--- src/pkg/fps_pkg.sv ---
// constants for the parallel flash host sequencer
package fps_pkg;
  localparam int unsigned clk_period_ns = 50;
  // bus cycle phases in ns, rounded up to clock cycles, read access plus one cycle (write pulse, recovery, read access)
  localparam int unsigned wr_pulse_ns = 30;
  localparam int unsigned wr_high_ns = 30;
  localparam int unsigned oe_high_ns = 50;
  localparam int unsigned rd_access_ns = 55;
  localparam int unsigned wr_pulse_cyc = (wr_pulse_ns + clk_period_ns - 1) / clk_period_ns;
  localparam int unsigned wr_high_cyc = (wr_high_ns + clk_period_ns - 1) / clk_period_ns;
  localparam int unsigned oe_high_cyc = (oe_high_ns + clk_period_ns - 1) / clk_period_ns;
  localparam int unsigned rd_access_cyc = (rd_access_ns + clk_period_ns - 1) / clk_period_ns + 1;
  // worst-case busy times
  localparam int unsigned prog_max_us = 50;
  localparam int unsigned erase_max_s = 5;
  localparam longint unsigned prog_max_cyc = (64'(prog_max_us) * 1000) / clk_period_ns;
  localparam longint unsigned erase_max_cyc = (64'(erase_max_s) * 1000000000) / clk_period_ns;
  // command words and addresses on a14..a0
  localparam logic [14:0] unlock_addr_a = 15'h5555;
  localparam logic [14:0] unlock_addr_b = 15'h2aaa;
  localparam logic [14:0] chip_erase_addr = 15'h0555;
  localparam logic [7:0] unlock_data_a = 8'haa;
  localparam logic [7:0] unlock_data_b = 8'h55;
  localparam logic [7:0] cmd_program = 8'ha0;
  localparam logic [7:0] cmd_erase_setup = 8'h80;
  localparam logic [7:0] cmd_chip_erase = 8'h10;
  localparam logic [7:0] cmd_sector_erase = 8'h30;
  localparam logic [7:0] cmd_id_entry = 8'h90;
  localparam logic [7:0] cmd_id_exit = 8'hf0;
  localparam logic [7:0] cmd_lockout = 8'h40;
  localparam logic [16:0] id_extra_addr = 17'h00003;
  localparam int unsigned toggle_bit = 6;
  // host operations
  typedef enum logic [2:0] {
    fps_op_read, fps_op_program, fps_op_chip_erase, fps_op_sector_erase,
    fps_op_id_entry, fps_op_id_exit, fps_op_lockout
  } fps_op_t;
  // result codes
  localparam logic [1:0] res_ok = 2'h0;
  localparam logic [1:0] res_timeout = 2'h1;
endpackage

--- src/verilog/fps_sync.sv ---
// three-stage input synchroniser with agreement on the last two stages
`timescale 1ns/1ps
module fps_sync #(
  parameter int W = 8
) (
  // clock and reset
  input wire logic mclk,
  input wire logic rst,
  // raw and cleaned
  input wire logic [W-1:0] din,
  output logic [W-1:0] dout
);
  logic [W-1:0] s1_q, s2_q, s3_q, out_q;
  logic [W-1:0] out_d;

  // take a bit only where the second and third stage agree
  always_comb
  begin
    out_d = out_q;
    for (int i = 0; i < W; i++)
    begin
      if (s2_q[i] == s3_q[i])
        out_d[i] = s3_q[i];
    end
  end

  // register stages
  always_ff @(posedge mclk or posedge rst)
  begin
    if (rst)
    begin
      s1_q <= '0;
      s2_q <= '0;
      s3_q <= '0;
      out_q <= '0;
    end
    else
    begin
      s1_q <= din;
      s2_q <= s1_q;
      s3_q <= s2_q;
      out_q <= out_d;
    end
  end

  assign dout = out_q;
endmodule

--- src/verilog/fps_host.sv ---
// host sequencer driving a byte-wide parallel flash through its pins
// Notes on behaviour
// RULE_01 - program busy at most 50 us, then timeout
// RULE_02 - erase busy at most 5 s, then timeout
// RULE_03 - chip erase final write at address 555
// RULE_04 - final erase data 10h chip, 30h sector
// RULE_05 - output gate high whenever select and strobe low
// RULE_06 - each gate toggle flips status toggle line
// RULE_07 - poll address stays constant through poll
// RULE_08 - only change between reads means busy
// RULE_09 - id reads: low address bit selects code
// RULE_10 - id read at 0003h gives extra code
// RULE_11 - power loss leaves id mode
// RULE_12 - id exit sequence returns array reads
// RULE_13 - commands decoded on a14..a0, bytes
// RULE_14 - lockout sequence protects boot block
// RULE_15 - no commands while device is busy; after a timeout the host takes new requests without checking busy
// RULE_16 - full unlock sequence before each command
`timescale 1ns/1ps
module fps_host
  import fps_pkg::*;
#(
  parameter longint unsigned prog_timeout = prog_max_cyc,
  parameter longint unsigned erase_timeout = erase_max_cyc
) (
  // clock and reset
  input wire logic mclk,
  input wire logic rst,
  // user request
  input wire logic req,
  input wire fps_op_t req_op,
  input wire logic [16:0] req_addr,
  input wire logic [7:0] req_data,
  output logic req_ready,
  output logic done,
  output logic [7:0] rd_data,
  output logic [1:0] result,
  // flash pins
  output logic [16:0] fl_addr,
  output logic fl_ce_n,
  output logic fl_oe_n,
  output logic fl_we_n,
  output logic [7:0] fl_dq_o,
  output logic fl_dq_oe,
  input wire logic [7:0] fl_dq_i
);
  typedef enum logic [3:0] {
    st_idle, st_wr_setup, st_wr_pulse, st_wr_high, st_next,
    st_rd_setup, st_rd_wait, st_rd_take, st_poll_gap, st_finish
  } fps_state_t;

  fps_state_t state_q, state_d;
  fps_op_t op_q, op_d;
  logic [2:0] step_q, step_d, nsteps_q, nsteps_d;
  logic [16:0] addr_q, addr_d, fa_q, fa_d;
  logic [7:0] data_q, data_d, fd_q, fd_d, rdat_q, rdat_d, dq_s;
  logic ce_q, ce_d, oe_q, oe_d, we_q, we_d, dqoe_q, dqoe_d;
  logic [3:0] tim_q, tim_d;
  logic [27:0] busy_q, busy_d;
  logic poll_q, poll_d, have_prev_q, have_prev_d, prev_q, prev_d, ready_q, ready_d, done_q, done_d;
  logic [1:0] res_q, res_d;

  fps_sync #(.W(8)) u_sync (
    .mclk(mclk),
    .rst(rst),
    .din(fl_dq_i),
    .dout(dq_s)
  );
  // address and data of each write step of the command sequence
  function automatic logic [24:0] seq_word(input fps_op_t op, input logic [2:0] s,
                                           input logic [16:0] a, input logic [7:0] d);
    logic [7:0] c;
    case (op)
      fps_op_program: c = cmd_program;
      fps_op_id_entry: c = cmd_id_entry;
      fps_op_id_exit: c = cmd_id_exit;
      fps_op_lockout: c = cmd_lockout;
      default: c = cmd_erase_setup;
    endcase
    case (s)
      3'h0: seq_word = {2'h0, unlock_addr_a, unlock_data_a}; // RULE_16 RULE_13
      3'h1, 3'h4: seq_word = {2'h0, unlock_addr_b, unlock_data_b}; // RULE_16
      3'h2: seq_word = {2'h0, unlock_addr_a, c};
      // fourth write is the data byte for a program, a second unlock for an erase
      3'h3: seq_word = (op == fps_op_program) ? {a, d} : {2'h0, unlock_addr_a, unlock_data_a}; // RULE_16
      default:
      begin
        if (op == fps_op_chip_erase)
          seq_word = {2'h0, chip_erase_addr, cmd_chip_erase}; // RULE_03 RULE_04
        else
          seq_word = {a, cmd_sector_erase}; // RULE_03 RULE_04
      end
    endcase
  endfunction

  // main sequencer
  always_comb
  begin
    logic [24:0] w;
    w = seq_word(op_q, step_q, addr_q, data_q);
    state_d = state_q;
    op_d = op_q;
    step_d = step_q;
    nsteps_d = nsteps_q;
    addr_d = addr_q;
    data_d = data_q;
    fa_d = fa_q;
    fd_d = fd_q;
    ce_d = ce_q;
    oe_d = oe_q;
    we_d = we_q;
    dqoe_d = dqoe_q;
    tim_d = (tim_q != 4'h0) ? tim_q - 4'h1 : 4'h0;
    busy_d = busy_q + 28'h1;
    poll_d = poll_q;
    have_prev_d = have_prev_q;
    prev_d = prev_q;
    ready_d = ready_q;
    done_d = 1'b0;
    rdat_d = rdat_q;
    res_d = res_q;
    case (state_q)
      st_idle:
      begin
        ready_d = 1'b1;
        if (req && ready_q)
        begin
          ready_d = 1'b0; // RULE_15
          op_d = req_op;
          addr_d = req_addr;
          data_d = req_data;
          step_d = 3'h0;
          poll_d = 1'b0;
          res_d = res_ok;
          case (req_op)
            fps_op_read: state_d = st_rd_setup;
            fps_op_program: nsteps_d = 3'h4;
            fps_op_chip_erase, fps_op_sector_erase: nsteps_d = 3'h6;
            default: nsteps_d = 3'h3; // RULE_16 RULE_12 RULE_14
          endcase
          if (req_op != fps_op_read)
            state_d = st_wr_setup;
        end
      end
      st_wr_setup:
      begin
        fa_d = w[24:8];
        fd_d = w[7:0];
        dqoe_d = 1'b1;
        oe_d = 1'b1; // RULE_05
        state_d = st_wr_pulse;
        ce_d = 1'b0;
        we_d = 1'b0;
        tim_d = 4'(wr_pulse_cyc);
      end
      st_wr_pulse:
        if (tim_q <= 4'h1)
        begin
          we_d = 1'b1;
          ce_d = 1'b1;
          tim_d = 4'(wr_high_cyc);
          state_d = st_wr_high;
        end
      st_wr_high:
        if (tim_q <= 4'h1)
        begin
          dqoe_d = 1'b0;
          state_d = st_next;
        end
      st_next:
        if (step_q + 3'h1 < nsteps_q)
        begin
          step_d = step_q + 3'h1;
          state_d = st_wr_setup;
        end
        else if (op_q == fps_op_program || op_q == fps_op_chip_erase || op_q == fps_op_sector_erase)
        begin
          poll_d = 1'b1; // RULE_07
          have_prev_d = 1'b0;
          busy_d = 28'h0;
          if (op_q == fps_op_chip_erase)
            addr_d = 17'h0;
          state_d = st_rd_setup;
        end
        else
          state_d = st_finish;
      st_rd_setup:
      begin
        fa_d = addr_q; // RULE_07 RULE_09 RULE_10
        dqoe_d = 1'b0;
        ce_d = 1'b0;
        oe_d = 1'b0;
        tim_d = 4'(rd_access_cyc + 3);
        state_d = st_rd_wait;
      end
      st_rd_wait:
        if (tim_q <= 4'h1)
          state_d = st_rd_take;
      st_rd_take:
      begin
        ce_d = 1'b1; // RULE_06
        oe_d = 1'b1;
        rdat_d = dq_s;
        tim_d = 4'(oe_high_cyc + 1);
        if (!poll_q)
          state_d = st_finish;
        else if (have_prev_q && prev_q == dq_s[toggle_bit])
          state_d = st_finish; // RULE_08
        else if ((op_q == fps_op_program && 64'(busy_q) >= prog_timeout) ||
                 (op_q != fps_op_program && 64'(busy_q) >= erase_timeout))
        begin
          res_d = res_timeout; // RULE_01 RULE_02
          state_d = st_finish;
        end
        else
        begin
          have_prev_d = 1'b1;
          prev_d = dq_s[toggle_bit];
          state_d = st_poll_gap;
        end
      end
      st_poll_gap:
        if (tim_q <= 4'h1)
          state_d = st_rd_setup;
      st_finish:
      begin
        done_d = 1'b1;
        ready_d = 1'b1;
        state_d = st_idle;
      end
      default:
        state_d = st_idle;
    endcase
  end
  // registers
  always_ff @(posedge mclk or posedge rst)
  begin
    if (rst)
    begin
      state_q <= st_idle;
      op_q <= fps_op_read;
      step_q <= 3'h0;
      nsteps_q <= 3'h0;
      addr_q <= 17'h0;
      data_q <= 8'h00;
      fa_q <= 17'h0;
      fd_q <= 8'h00;
      ce_q <= 1'b1;
      oe_q <= 1'b1;
      we_q <= 1'b1;
      dqoe_q <= 1'b0;
      tim_q <= 4'h0;
      busy_q <= 28'h0;
      poll_q <= 1'b0;
      have_prev_q <= 1'b0;
      prev_q <= 1'b0;
      ready_q <= 1'b0;
      done_q <= 1'b0;
      rdat_q <= 8'h00;
      res_q <= res_ok;
    end
    else
    begin
      state_q <= state_d;
      op_q <= op_d;
      step_q <= step_d;
      nsteps_q <= nsteps_d;
      addr_q <= addr_d;
      data_q <= data_d;
      fa_q <= fa_d;
      fd_q <= fd_d;
      ce_q <= ce_d;
      oe_q <= oe_d;
      we_q <= we_d;
      dqoe_q <= dqoe_d;
      tim_q <= tim_d;
      busy_q <= busy_d;
      poll_q <= poll_d;
      have_prev_q <= have_prev_d;
      prev_q <= prev_d;
      ready_q <= ready_d;
      done_q <= done_d;
      rdat_q <= rdat_d;
      res_q <= res_d;
    end
  end

  // pin and user outputs straight from flip-flops
  assign req_ready = ready_q;
  assign done = done_q;
  assign rd_data = rdat_q;
  assign result = res_q;
  assign fl_addr = fa_q;
  assign fl_ce_n = ce_q;
  assign fl_oe_n = oe_q;
  assign fl_we_n = we_q;
  assign fl_dq_o = fd_q;
  assign fl_dq_oe = dqoe_q;
endmodule

--- config.mk ---
export PLATFORM = sky130hd
export DESIGN_NAME = fps_host
export DESIGN_NICKNAME = d
export VERILOG_FILES = /design/src/pkg/fps_pkg.sv /design/src/verilog/fps_sync.sv /design/src/verilog/fps_host.sv
export SDC_FILE = /design/constraint.sdc
export NUM_CORES = 1
export LEC_CHECK = 0
export ABC_AREA = 0
export BUFFER_PORTS_ARGS = -buffer_cell sky130_fd_sc_hd__buf_2
export CAP_MARGIN = 15
export CORE_UTILIZATION = 40
export CTS_BUF_LIST = sky130_fd_sc_hd__clkbuf_16
export CTS_CLUSTER_SIZE = 16
export DETAILED_ROUTE_END_ITERATION = 10
export GPL_TIMING_DRIVEN = 0
export MAX_ROUTING_LAYER = met4
export PLACE_DENSITY = 0.69
export SYNTH_ARGS = -nofsm -noshare
export SYNTH_HDL_FRONTEND = slang
export SYNTH_SLANG_ARGS = --single-unit
export TNS_END_PERCENT = 5
--- constraint.sdc ---
create_clock -name mclk -period 8.7 [get_ports mclk]
set_input_delay 0.435 -clock mclk [delete_from_list [all_inputs] [get_ports mclk]]
set_output_delay 0.435 -clock mclk [all_outputs]
set_load 0.005 [all_outputs]
==> results of run 1 <==
cell usage in the layout (no fill, tap or decap), types with 9 or more instances in the layout:
cell,instances
nor3_1,16
nor2_1,77
ha_1,9
inv_1,22
a21oi_1,32
o21ai_0,22
clkbuf_1,26
buf_2,81
a22o_1,19
nand3_1,17
nand2_1,94
nor4_1,13
clkbuf_16,17
dfrtp_1,142
xnor2_1,25
cells in the mapped netlist (5+ instances only):
cell type	n
dfrtp_1	142
nand2_1	94
nor2_1	77
a21oi_1	32
clkbuf_1	26
xnor2_1	25
inv_1	23
o21ai_0	22
a22o_1	19
nand3_1	17
nor3_1	16
nor4_1	13
ha_1	9
maj3_1	8
nand4_1	6
xor2_1	5
how the worst max path moves through the flow:
stage,start,endpoint,depth (start not counted)
5_1_grt,step_q[2],busy_q[10],10
4_1_cts,step_q[2],busy_q[10],10
2_1_floorplan,rst,addr_q[0],1
3_3_place_gp,rst,addr_q[10],2
6_report,step_q[2],busy_q[25],10
3_5_place_dp,step_q[2],busy_q[10],10
registers in the layout, summed over array words and instances (netlist names), 3 cells and up:
name         flops
tim_q            4
step_q           3
u_sync.s3_q      8
busy_q          28
addr_q          17
fl_addr         17
u_sync.dout      8
op_q             3
u_sync.s2_q      8
fl_dq_o          8
nsteps_q         3
state_q          4
rd_data          8
u_sync.s1_q      8
data_q           8
through the flow:
stage	std cells	utilization, %	power [mW]
finish	911	49.01	2.524
global placement	878	45.19	1.817
CTS	911	49.01	2.538
detailed placement	879	45.41	1.852
global route	911	49.01	2.702
floorplan	612	-	1.573
cell type report:
cell class / instances / area [sq um] / area share [%]
flip-flops and latches: 145 / 3632 / 48.75
multi-input cells: 413 / 2395 / 32.14
clock buffers: 17 / 425.4 / 5.709
repair buffers: 79 / 417.9 / 5.609
well taps: 188 / 235.2 / 3.157
plain buffers: 31 / 131.4 / 1.763
clock inverters: 15 / 122.6 / 1.646
inverters: 23 / 91.34 / 1.226
worst register-to-register path, cell delays in order, from the launching register on:
cell	delay (ns)
dfrtp_1	0.32
clkbuf_1	0.31
inv_1	0.14
ha_1	0.33
inv_1	0.05
ha_1	0.26
o21ai_0	0.11
and2_1	0.21
nor4_1	0.61
clkbuf_1	0.43
nor2_1	0.11
per-layer routing:
metal	vias to the layer above	part of all wire (%)
met1	2357	44
met3	37	4.8
met4	0	2.4
met5	-	0
met2	152	49
li1	2307	-
power by group:
part	leakage (nW)	total [mW]	switching, mW	internal (mW)
Combinational	1.40	0.829	0.480	0.349
Sequential	1.79	1.02	0.135	0.884
Clock	0.264	0.676	0.304	0.372
kinds of logic after synthesis:
| kind of cell | share of synthesized area [%] |
|---|---|
| and+or+nand+nor | 17.79 |
| DFF | 58.16 |
| AOI/OAI and AO/OA | 12.12 |
| buffers and inverters | 3.486 |
| xor gates and xnor gates | 4.208 |
| adders and majority gates | 3.086 |
| muxes | 1.082 |
| other | 0.06005 |
==> reports/metrics.yaml, run 1 <==
placed_design:
  place_area_sq_um: 6903
  pre_cts_ws_ns: 5.699
  portBuffers: 78
  gp_congestion: 0.8589
  dpl.hpwl_mm: 9.695
critical_path:
  cp-end-kind: "flop"
  cp.buffers_inverters: 4
  rr_worst_depth: 10
  cp_top_family: "buffers and inverters"
  r2r_end: "busy_q[25]"
  start_kind: "flop"
  crit_fanout: 10
  worstPathRequired_ns: 9.00
  cpPeakStageDelay_ns: 0.61
  cp.arrival_ns: 3.31
  path_class: "flop to flop"
  cp_slowest_cell: "nor4_1"
  regToRegStartpoint: "step_q[2]"
  r2r_setup_slack_ns: 5.69
  crit_chain: "clkbuf_1, inv_1, ha_1, inv_1, ha_1, o21ai_0, and2_1, nor4_1, clkbuf_1, nor2_1"
grt:
  overflow: 0
  grt_start_max_net_pins: 84
  grt.met2_usage_pct: 30.77
  grt_use_met1_pct: 22.71
  grt_usage_pct: 19.08
  grt_pass1_wl_mm: 23.36
  grt.busiest_layer: "met2"
  first_global_vias: 4896
  grtUsageMet3_pct: 4.302
  grt_antenna_before_repair: 0
timing:
  finalMaxSlewViolations: 0
  fin_crit_sh_pct: 34.60
  setup_tns_ns: 0
  rsz0062_at_grt: "no"
  worst_pin_slew_ns: 0.9804
  fmax_mhz: 332.2
  finalCriticalPeriod_ns: 3.010
  fin_skew_ns: 0.009098
  whs_ns: 0.06981
  hold_viol_final: 0
  layout_setup_ws_ns: 5.690
  finalSetupViolations: 0
  slew_headroom_pct: 33.78
routing:
  vias: 4853
  drc: 0
  via_per_inst: 5.327
  routed_wl_mm: 13.78
  wire_per_inst_microns: 15.12
  drtIter0Drc: 316
  ant_nets: 0
  drt_pass1_iterations: 4
cts:
  postCtsSetupBuffers: 0
  cts_buffers: 17
  ctsResizeCount: 0
  cts.reportedPaths.clkPinSlew_ns: 0.07
  clock-sinks: 145
  clockBufferDepth: 2
  ctsHoldBuffers: 0
  cts_max_level: 4
  cts_tree: "built"
  clockRootBuffer: "clkbuf_16"
  clk_latency_ns: 0.43
synthesis:
  postSynthCellCount: 612
  synth_nets: 660
  yosysUniqueCellTypes: 61
  synthArstFlopShare_pct: 100.0
  synth_area_leaders: "dfrtp_1 (57%), nand2_1 (5.7%), nor2_1 (4.6%)"
  synth-edff-count: 0
  synth_top_area_share_pct: 56.90
  ys_seq_area_share_pct: 58.16
  netlist_area_sq_um: 6245
  ys_ff_latch: 145
  ys.flop_type: "dfrtp_1"
  syn_area_per_cell_sq_um: 10.20
  yosysWarnings: 0
  yosysTopAreaCell: "dfrtp_1"
final_layout:
  design_area_sq_um: 7451
  antenna_cells: 0
  nFillCells: 1348
  layout.nets: 758
  areaGrowthSynthToFinish_pct: 19.31
  drive_above_1_share_pct: 18.12
floorplan:
  io_pins: 80
  design.core.area_sq_um: 15200
  rows: 45
  die_x_microns: 126.9
  initial_core_util_pct: 41.08
  dieArea_sq_um: 16120
  dieHeight_microns: 126.9
hold_path:
  hold_class: "input port to asynchronous set/reset pin"
power_and_ir_drop:
  ir_drop_mv: 0.1670
  p_leak_nw: 3.446
  powerDensity_nw_per_um2: 338.7
flow_run:
  cap_violations: 0
status:
  status: "complete, no violations"
(Power assumes the default switching activity.)
==> run 2: changes to the inputs <==
clock period = 3.1 ns   (was 8.7 ns; I/O delays follow)
==> run 2 against run 1 <==
  * Final cell count grew 4.4%
  * Setup slack lost 5.4 ns
  * Combinational power grew to 2.9 times the previous value
  * Register-to-register slack lost 5.4 ns
  * Sequential power grew to 2.8 times the previous value
  * Critical endpoint is now busy_q[18]
  * Highest routed layer unchanged
==> reports/metrics.yaml, run 2 (same netlist as run 1, synthesis figures left out) <==
routing:
  drc: 0  # unchanged
  wire_per_inst_microns: 15.30  # was 15.12 microns
  wl_met2_mm: 7.230  # was 6.721 mm
  vias: 5021  # was 4853
  met3_length_microns: 684  # was 666 microns
  ant_nets: 0  # unchanged
  highest_layer: "met4"  # unchanged
  drt_pass1_iterations: 5  # was 4
  drtIter0Drc: 306  # was 316
  wl_met1_mm: 6.383  # was 6.064 mm
  routed_wl_mm: 14.55  # was 13.78 mm
  via_per_inst: 5.280  # was 5.327
final_layout:
  nFillCells: 1303  # was 1348
  areaGrowthSynthToFinish_pct: 27.37  # was 19.31%
  postLayoutCoreUtil_pct: 52.32  # was 49.01%
  layout.nets: 798  # was 758
  mostFrequentLayoutCells: "dfrtp_1 (142), nand2_1 (94), buf_2 (81)"  # unchanged
  instances_no_fill: 951  # was 911
  antenna_cells: 0  # unchanged
  drive_above_1_share_pct: 17.82  # was 18.12%
  final_common_cell: "dfrtp_1"  # unchanged
  largest_register_ffs: 28  # unchanged
  design_area_sq_um: 7954  # was 7451 sq um
  largest-register: "busy_q"  # unchanged
critical_path:
  cp.arrival_ns: 3.11  # was 3.31 ns
  crit_chain: "clkbuf_1, inv_1, ha_1, inv_1, ha_1, o21ai_0, and2_1, nor4_2, clkbuf_1, nor2_1"  # was clkbuf_1, inv_1, ha_1, inv_1, ha_1, o21ai_0, and2_1, nor4_1, clkbuf_1, nor2_1
  start_kind: "flop"  # unchanged
  crit_fanout: 10  # unchanged
  path_class: "flop to flop"  # unchanged
  cp-end-kind: "flop"  # unchanged
  worstPathRequired_ns: 3.39  # was 9.00 ns
  cp_slowest_cell: "nor4_2"  # was nor4_1
  cpPeakStageDelay_ns: 0.41  # was 0.61 ns
cts:
  cts_tree: "built"  # unchanged
  cts_max_level: 4  # unchanged
  clk_latency_ns: 0.43  # about the same
  postCtsSetupBuffers: 0  # unchanged
  cts_buffers: 17  # unchanged
  cts.reportedPaths.clkPinSlew_ns: 0.07  # about the same
  clockBufferDepth: 2  # unchanged
  clockRootBuffer: "clkbuf_16"  # unchanged
  clock-sinks: 145  # unchanged
placed_design:
  gp_congestion: 0.8627  # was 0.8589
  place_area_sq_um: 6954  # was 6903 sq um
  portBuffers: 78  # unchanged
  pre_cts_ws_ns: 0.1448  # was 5.699 ns
  place_inst: 882  # was 879
  dpl.hpwl_mm: 9.956  # was 9.695 mm
power_and_ir_drop:
  p_leak_nw: 3.665  # was 3.446 nW
  clkPwrFrac_pct: 28.9  # was 26.8%
  p_sw_mw: 2.617  # was 0.9186 mW
  ir_drop_mv: 0.4813  # was 0.1670 mV
  p_int_mw: 4.794  # was 1.605 mW
  switching_share_pct: 35.31  # was 36.40%
  seq_power_share_pct: 38.6  # was 40.4%
  power_mw: 7.411  # was 2.524 mW
  powerDensity_nw_per_um2: 931.8  # was 338.7 nW/um^2
  comb_power_share_pct: 32.4  # was 32.8%
timing:
  slew_headroom_pct: 36.05  # was 33.78%
  finalSetupViolations: 0  # unchanged
  whs_ns: 0.2698  # was 0.06981 ns
  fmax_mhz: 354.3  # was 332.2 MHz
  layout_setup_ws_ns: 0.2773  # was 5.690 ns
  setup_tns_ns: 0  # unchanged
  finalCriticalPeriod_ns: 2.823  # was 3.010 ns
  worst_pin_slew_ns: 0.9468  # was 0.9804 ns
  finalMaxSlewViolations: 0  # unchanged
  rsz0062_at_grt: "no"  # unchanged
  fin_skew_ns: 0.009835  # was 0.009098 ns
  hold_viol_final: 0  # unchanged
  fin_crit_sh_pct: 91.06  # was 34.60%
grt:
  overflow: 0  # unchanged
  first_global_vias: 5153  # was 4896
  grt_usage_pct: 20.20  # was 19.08%
  grt_antenna_before_repair: 0  # unchanged
  grt_start_max_net_pins: 40  # was 84
  grt_pass1_wl_mm: 24.65  # was 23.36 mm
hold_path:
  hold_class: "input port to asynchronous set/reset pin"  # unchanged
floorplan:
  initial_core_util_pct: 41.08  # unchanged
  io_pins: 80  # unchanged
  design.core.area_sq_um: 15200  # unchanged
  dieArea_sq_um: 16120  # unchanged
  rows: 45  # unchanged
  die_x_microns: 126.9  # unchanged
  dieHeight_microns: 126.9  # unchanged
status:
  status: "complete, no violations"  # unchanged
flow_run:
  cap_violations: 0  # unchanged
run 2: changes by cell type in the layout (fill, tap and decap cells not counted), sizes merged:
cell	previous run	this run
bufinv	0	3
dlygate4sd3	0	37
clkinv	4	3
clkinvlp	3	1
buf	84	87
run 2: critical path, delay by kind of cell (launching register included):
| kind | cells | cell delay (ns) |
|---|---|---|
| simple gates | 3 | 0.72 |
| compound gates | 1 | 0.11 |
| buf+inv | 4 | 0.93 |
| flops | 1 | 0.32 |
| fa+ha+maj | 2 | 0.60 |
run 2: worst paths after layout:
check	start	endpoint	slack, ns	cells after the start
setup reg to reg	step_q[2]	busy_q[18]	0.28	10
hold / removal	rst	u_sync.s1_q[3]	0.27	3
min in group mclk	req	data_q[6]	0.28	4
setup / recovery	step_q[2]	busy_q[18]	0.28	10
hold reg to reg	u_sync.s1_q[1]	u_sync.s2_q[1]	0.34	0
max in group asynchronous	rst	fl_oe_n	1.57	7
run 2: cell type report:
class,count,area (sq um),share of cell area [%]
Tap cell,188,235.2,2.957
Multi-Input combinational cell,413,2405,30.23
Sequential cell,145,3632,45.67
Clock buffer,17,425.4,5.348
Inverter,23,90.09,1.133
Clock inverter,15,193.9,2.438
Timing Repair Buffer,119,840.8,10.57
Buffer,31,131.4,1.652
run 2: timing repair:
item / 4_1_cts / 5_1_grt
setup endpoints to repair: 0 / 31
resized for setup: 0 / 2
hold endpoints to repair: 55 / 0
hold buffers: 37 / 0
run 2: power groups by stage:
| stage | sequential [mW] | clock (mW) | combinational, mW |
|---|---|---|---|
| finish | 2.86 | 2.14 | 2.40 |
| global route | 2.93 | 2.27 | 2.71 |
| CTS | 2.86 | 2.19 | 2.40 |
| detailed placement | 2.89 | 0 | 2.33 |
| global placement | 2.86 | 0 | 2.25 |
| floorplan | 2.83 | 0 | 1.59 |
run 2: per-layer routing:
metal	vias to the layer above	track usage, %
met4	0	7.983
met1	2466	24.05
met2	154	33.00
li1	2379	-
met3	22	4.977
met5	-	-
==> run 3: changes to the inputs <==
PLACE_DENSITY = 0.71   (was 0.69)
clock period = 2.55 ns   (was 3.1 ns; I/O delays follow)
==> run 3 against run 2 <==
  * Core utilization about the same
  * Cell area about the same
  * Global-route usage decreased by 0.29 points
  * Worst hold slack got worse by 0.037 ns
  * Non-clock buffer count decreased by 1
  * Clock power increased by 22%
  * Combinational power increased by 21%
  * Setup slack got worse by 0.22 ns
  * Final cell count decreased by 0.11%
  * Via count decreased by 2.3%
  * Routed wire length decreased by 1.6%
  * Die area unchanged
  * Largest cell class unchanged
==> reports/metrics.yaml, run 3 (same netlist as run 1, synthesis figures left out) <==
final_layout:
  largest-register: "busy_q"  # unchanged
  instances_no_fill: 950  # was 951
  mostFrequentLayoutCells: "dfrtp_1 (142), nand2_1 (94), buf_2 (82)"  # was dfrtp_1 (142), nand2_1 (94), buf_2 (81)
  layout.nets: 797  # was 798
  areaGrowthSynthToFinish_pct: 27.35  # was 27.37%
  nFillCells: 1325  # was 1303
  antenna_cells: 0  # unchanged
  largest_register_ffs: 28  # unchanged
  drive_above_1_share_pct: 18.37  # was 17.82%
  final_common_cell: "dfrtp_1"  # unchanged
  postLayoutCoreUtil_pct: 52.31  # was 52.32%
floorplan:
  dieHeight_microns: 126.9  # unchanged
  dieArea_sq_um: 16120  # unchanged
  initial_core_util_pct: 41.08  # unchanged
  design.core.area_sq_um: 15200  # unchanged
  die_x_microns: 126.9  # unchanged
  io_pins: 80  # unchanged
  rows: 45  # unchanged
hold_path:
  hold_class: "input port to flop"  # was input port to asynchronous set/reset pin
  min_path_cells: 5
  whs_endpoint: "op_q[2]"
  min-delay-start: "req"
critical_path:
  rr_worst_depth: 9  # was 10
  crit_chain: "inv_1, ha_1, ha_1, a21boi_0, o21ai_0, a211oi_1, o21ai_2, clkbuf_2, a22o_1"  # was clkbuf_1, inv_1, ha_1, inv_1, ha_1, o21ai_0, and2_1, nor4_2, clkbuf_1, nor2_1
  regToRegStartpoint: "step_q[0]"  # was step_q[2]
  r2r_end: "addr_q[9]"  # was busy_q[18]
  cp.arrival_ns: 2.80  # was 3.11 ns
  cpPeakStageDelay_ns: 0.45  # was 0.41 ns
  start_kind: "flop"  # unchanged
  cp_slowest_cell: "dfrtp_1"  # was nor4_2
  cp_top_family: "compound AO/OA/AOI/OAI gates"  # was buffers and inverters
  crit_fanout: 10  # unchanged
  path_class: "flop to flop"  # unchanged
  path_common_cell: "ha_1"
  cp-end-kind: "flop"  # unchanged
  cp.buffers_inverters: 2  # was 4
  worstPathRequired_ns: 2.86  # was 3.39 ns
  r2r_setup_slack_ns: 0.06  # was 0.28 ns
timing:
  finalMaxSlewViolations: 0  # unchanged
  finalSetupViolations: 0  # unchanged
  slew_headroom_pct: 40.84  # was 36.05%
  hold_viol_final: 0  # unchanged
  fmax_mhz: 401.4  # was 354.3 MHz
  rsz0062_at_grt: "yes"  # was no
  fin_crit_sh_pct: 97.69  # was 91.06%
  worst_pin_slew_ns: 0.8806  # was 0.9468 ns
  fin_skew_ns: 0.01050  # was 0.009835 ns
  finalCriticalPeriod_ns: 2.491  # was 2.823 ns
grt:
  grt_start_max_net_pins: 44  # was 40
  grt_pass1_wl_mm: 24.50  # was 24.65 mm
  first_global_vias: 4999  # was 5153
  overflow: 0  # unchanged
  grt_antenna_before_repair: 0  # unchanged
  grt_usage_pct: 19.91  # was 20.20%
power_and_ir_drop:
  powerDensity_nw_per_um2: 1132  # was 931.8 nW/um^2
  p_leak_nw: 3.673  # was 3.665 nW
  ir_drop_mv: 0.5746  # was 0.4813 mV
flow_run:
  cap_violations: 0  # unchanged
cts:
  cts_max_level: 4  # unchanged
  cts.reportedPaths.clkPinSlew_ns: 0.07  # about the same
  cts_buffers: 17  # unchanged
  clockRootBuffer: "clkbuf_16"  # unchanged
  clk_latency_ns: 0.43  # about the same
  clock-sinks: 145  # unchanged
  cts_tree: "built"  # unchanged
  clockBufferDepth: 2  # unchanged
routing:
  via_per_inst: 5.166  # was 5.280
  wire_per_inst_microns: 15.07  # was 15.30 microns
  drc: 0  # unchanged
  ant_nets: 0  # unchanged
  drtIter0Drc: 277  # was 306
  routed_wl_mm: 14.32  # was 14.55 mm
  drt_pass1_iterations: 7  # was 5
  vias: 4908  # was 5021
placed_design:
  gp_congestion: 0.8245  # was 0.8627
  place_inst: 881  # was 882
  dpl.hpwl_mm: 9.488  # was 9.956 mm
  portBuffers: 78  # unchanged
status:
  status: "complete, no violations"  # unchanged
## run 3: cell types whose count changed in the layout (fill, tap and decap cells not counted)
cell / before / now
o41ai_2: 1 / 2
buf_12: 4 / 3
bufinv_16: 3 / 2
buf_4: 1 / 3
clkbuf_1: 26 / 22
nor4_2: 2 / 1
clkinv_2: 1 / 0
inv_8: 1 / 5
o41ai_1: 1 / 0
inv_6: 8 / 6
nor4_4: 0 / 1
clkbuf_2: 0 / 1
buf_2: 81 / 82
## run 3: what timing repair did
action | CTS | global route
cloned | 0 | 0
pin swaps | 0 | 2
buffers inserted | 0 | 1
gates resized for setup | 6 | 5
endpoints found under the hold margin | 64 | 0
setup endpoints to repair | 46 | 47
hold buffers | 37 | 0
## run 3: report_power, final
part	internal (mW)	leakage, nW	switching, mW
Clock	1.50	0.303	1.11
Combinational	1.24	1.58	1.67
Sequential	3.02	1.79	0.469
Total	5.75	3.67	3.25
## run 3: routing by layer
metal  track usage (%)  part of all wire (%)  up-vias
li1                  -                     -     2381
met3             4.724                   4.9       30
met1             24.28                    45     2363
met4             7.843                   1.9        0
met2             32.00                    48      134
met5                 -                     0        -
## run 3: metrics by stage
stage / setup WS, ns / hold WS (ns) / cell area, sq um / setup TNS (ns) / total power, mW
final: 0.05878 / 0.2324 / 7953 / 0 / 8.999
after global routing: -0.09564 / 0.2615 / 7953 / -0.8250 / 9.611
after CTS: 0.003413 / 0.2281 / 7935 / 0 / 9.022
after detailed placement: -0.3975 / 0.2368 / 6934 / -13.22 / 6.314
after global placement: -0.3865 / 0.2357 / 6874 / -53.99 / 6.231
after floorplan: 0.1482 / 0.1589 / 6248 / 0 / 5.367
## run 3: layout make-up
type                    instances  area (sq um)  share of cell area [%]
well taps                     188         235.2                   2.958
multi-input cells             413          2421                   30.44
clock inverters                15         186.4                   2.344
repair buffers                119         828.3                   10.42
flip-flops and latches        145          3632                   45.67
inverters                      23         90.09                   1.133
plain buffers                  30         133.9                   1.683
clock buffers                  17         425.4                   5.349
## run 3: worst max path at each step
stage          cells after the start       from  slack, ns          to
5_1_grt                            9  step_q[0]       -0.1   addr_q[9]
3_5_place_dp                      10  step_q[2]      -0.40  busy_q[24]
2_1_floorplan                     10  step_q[2]       0.15  busy_q[18]
6_report                           9  step_q[0]       0.06   addr_q[9]
4_1_cts                            9  step_q[0]      0.003  state_q[2]
3_3_place_gp                      10  step_q[2]      -0.39  busy_q[19]
## run 3: tightest hold or removal path, cell delays in order
cell and delay (ns):
buf_2 0.11, nand2_1 0.15, nor4_2 0.10, nand2_1 0.09, nand2_1 0.04
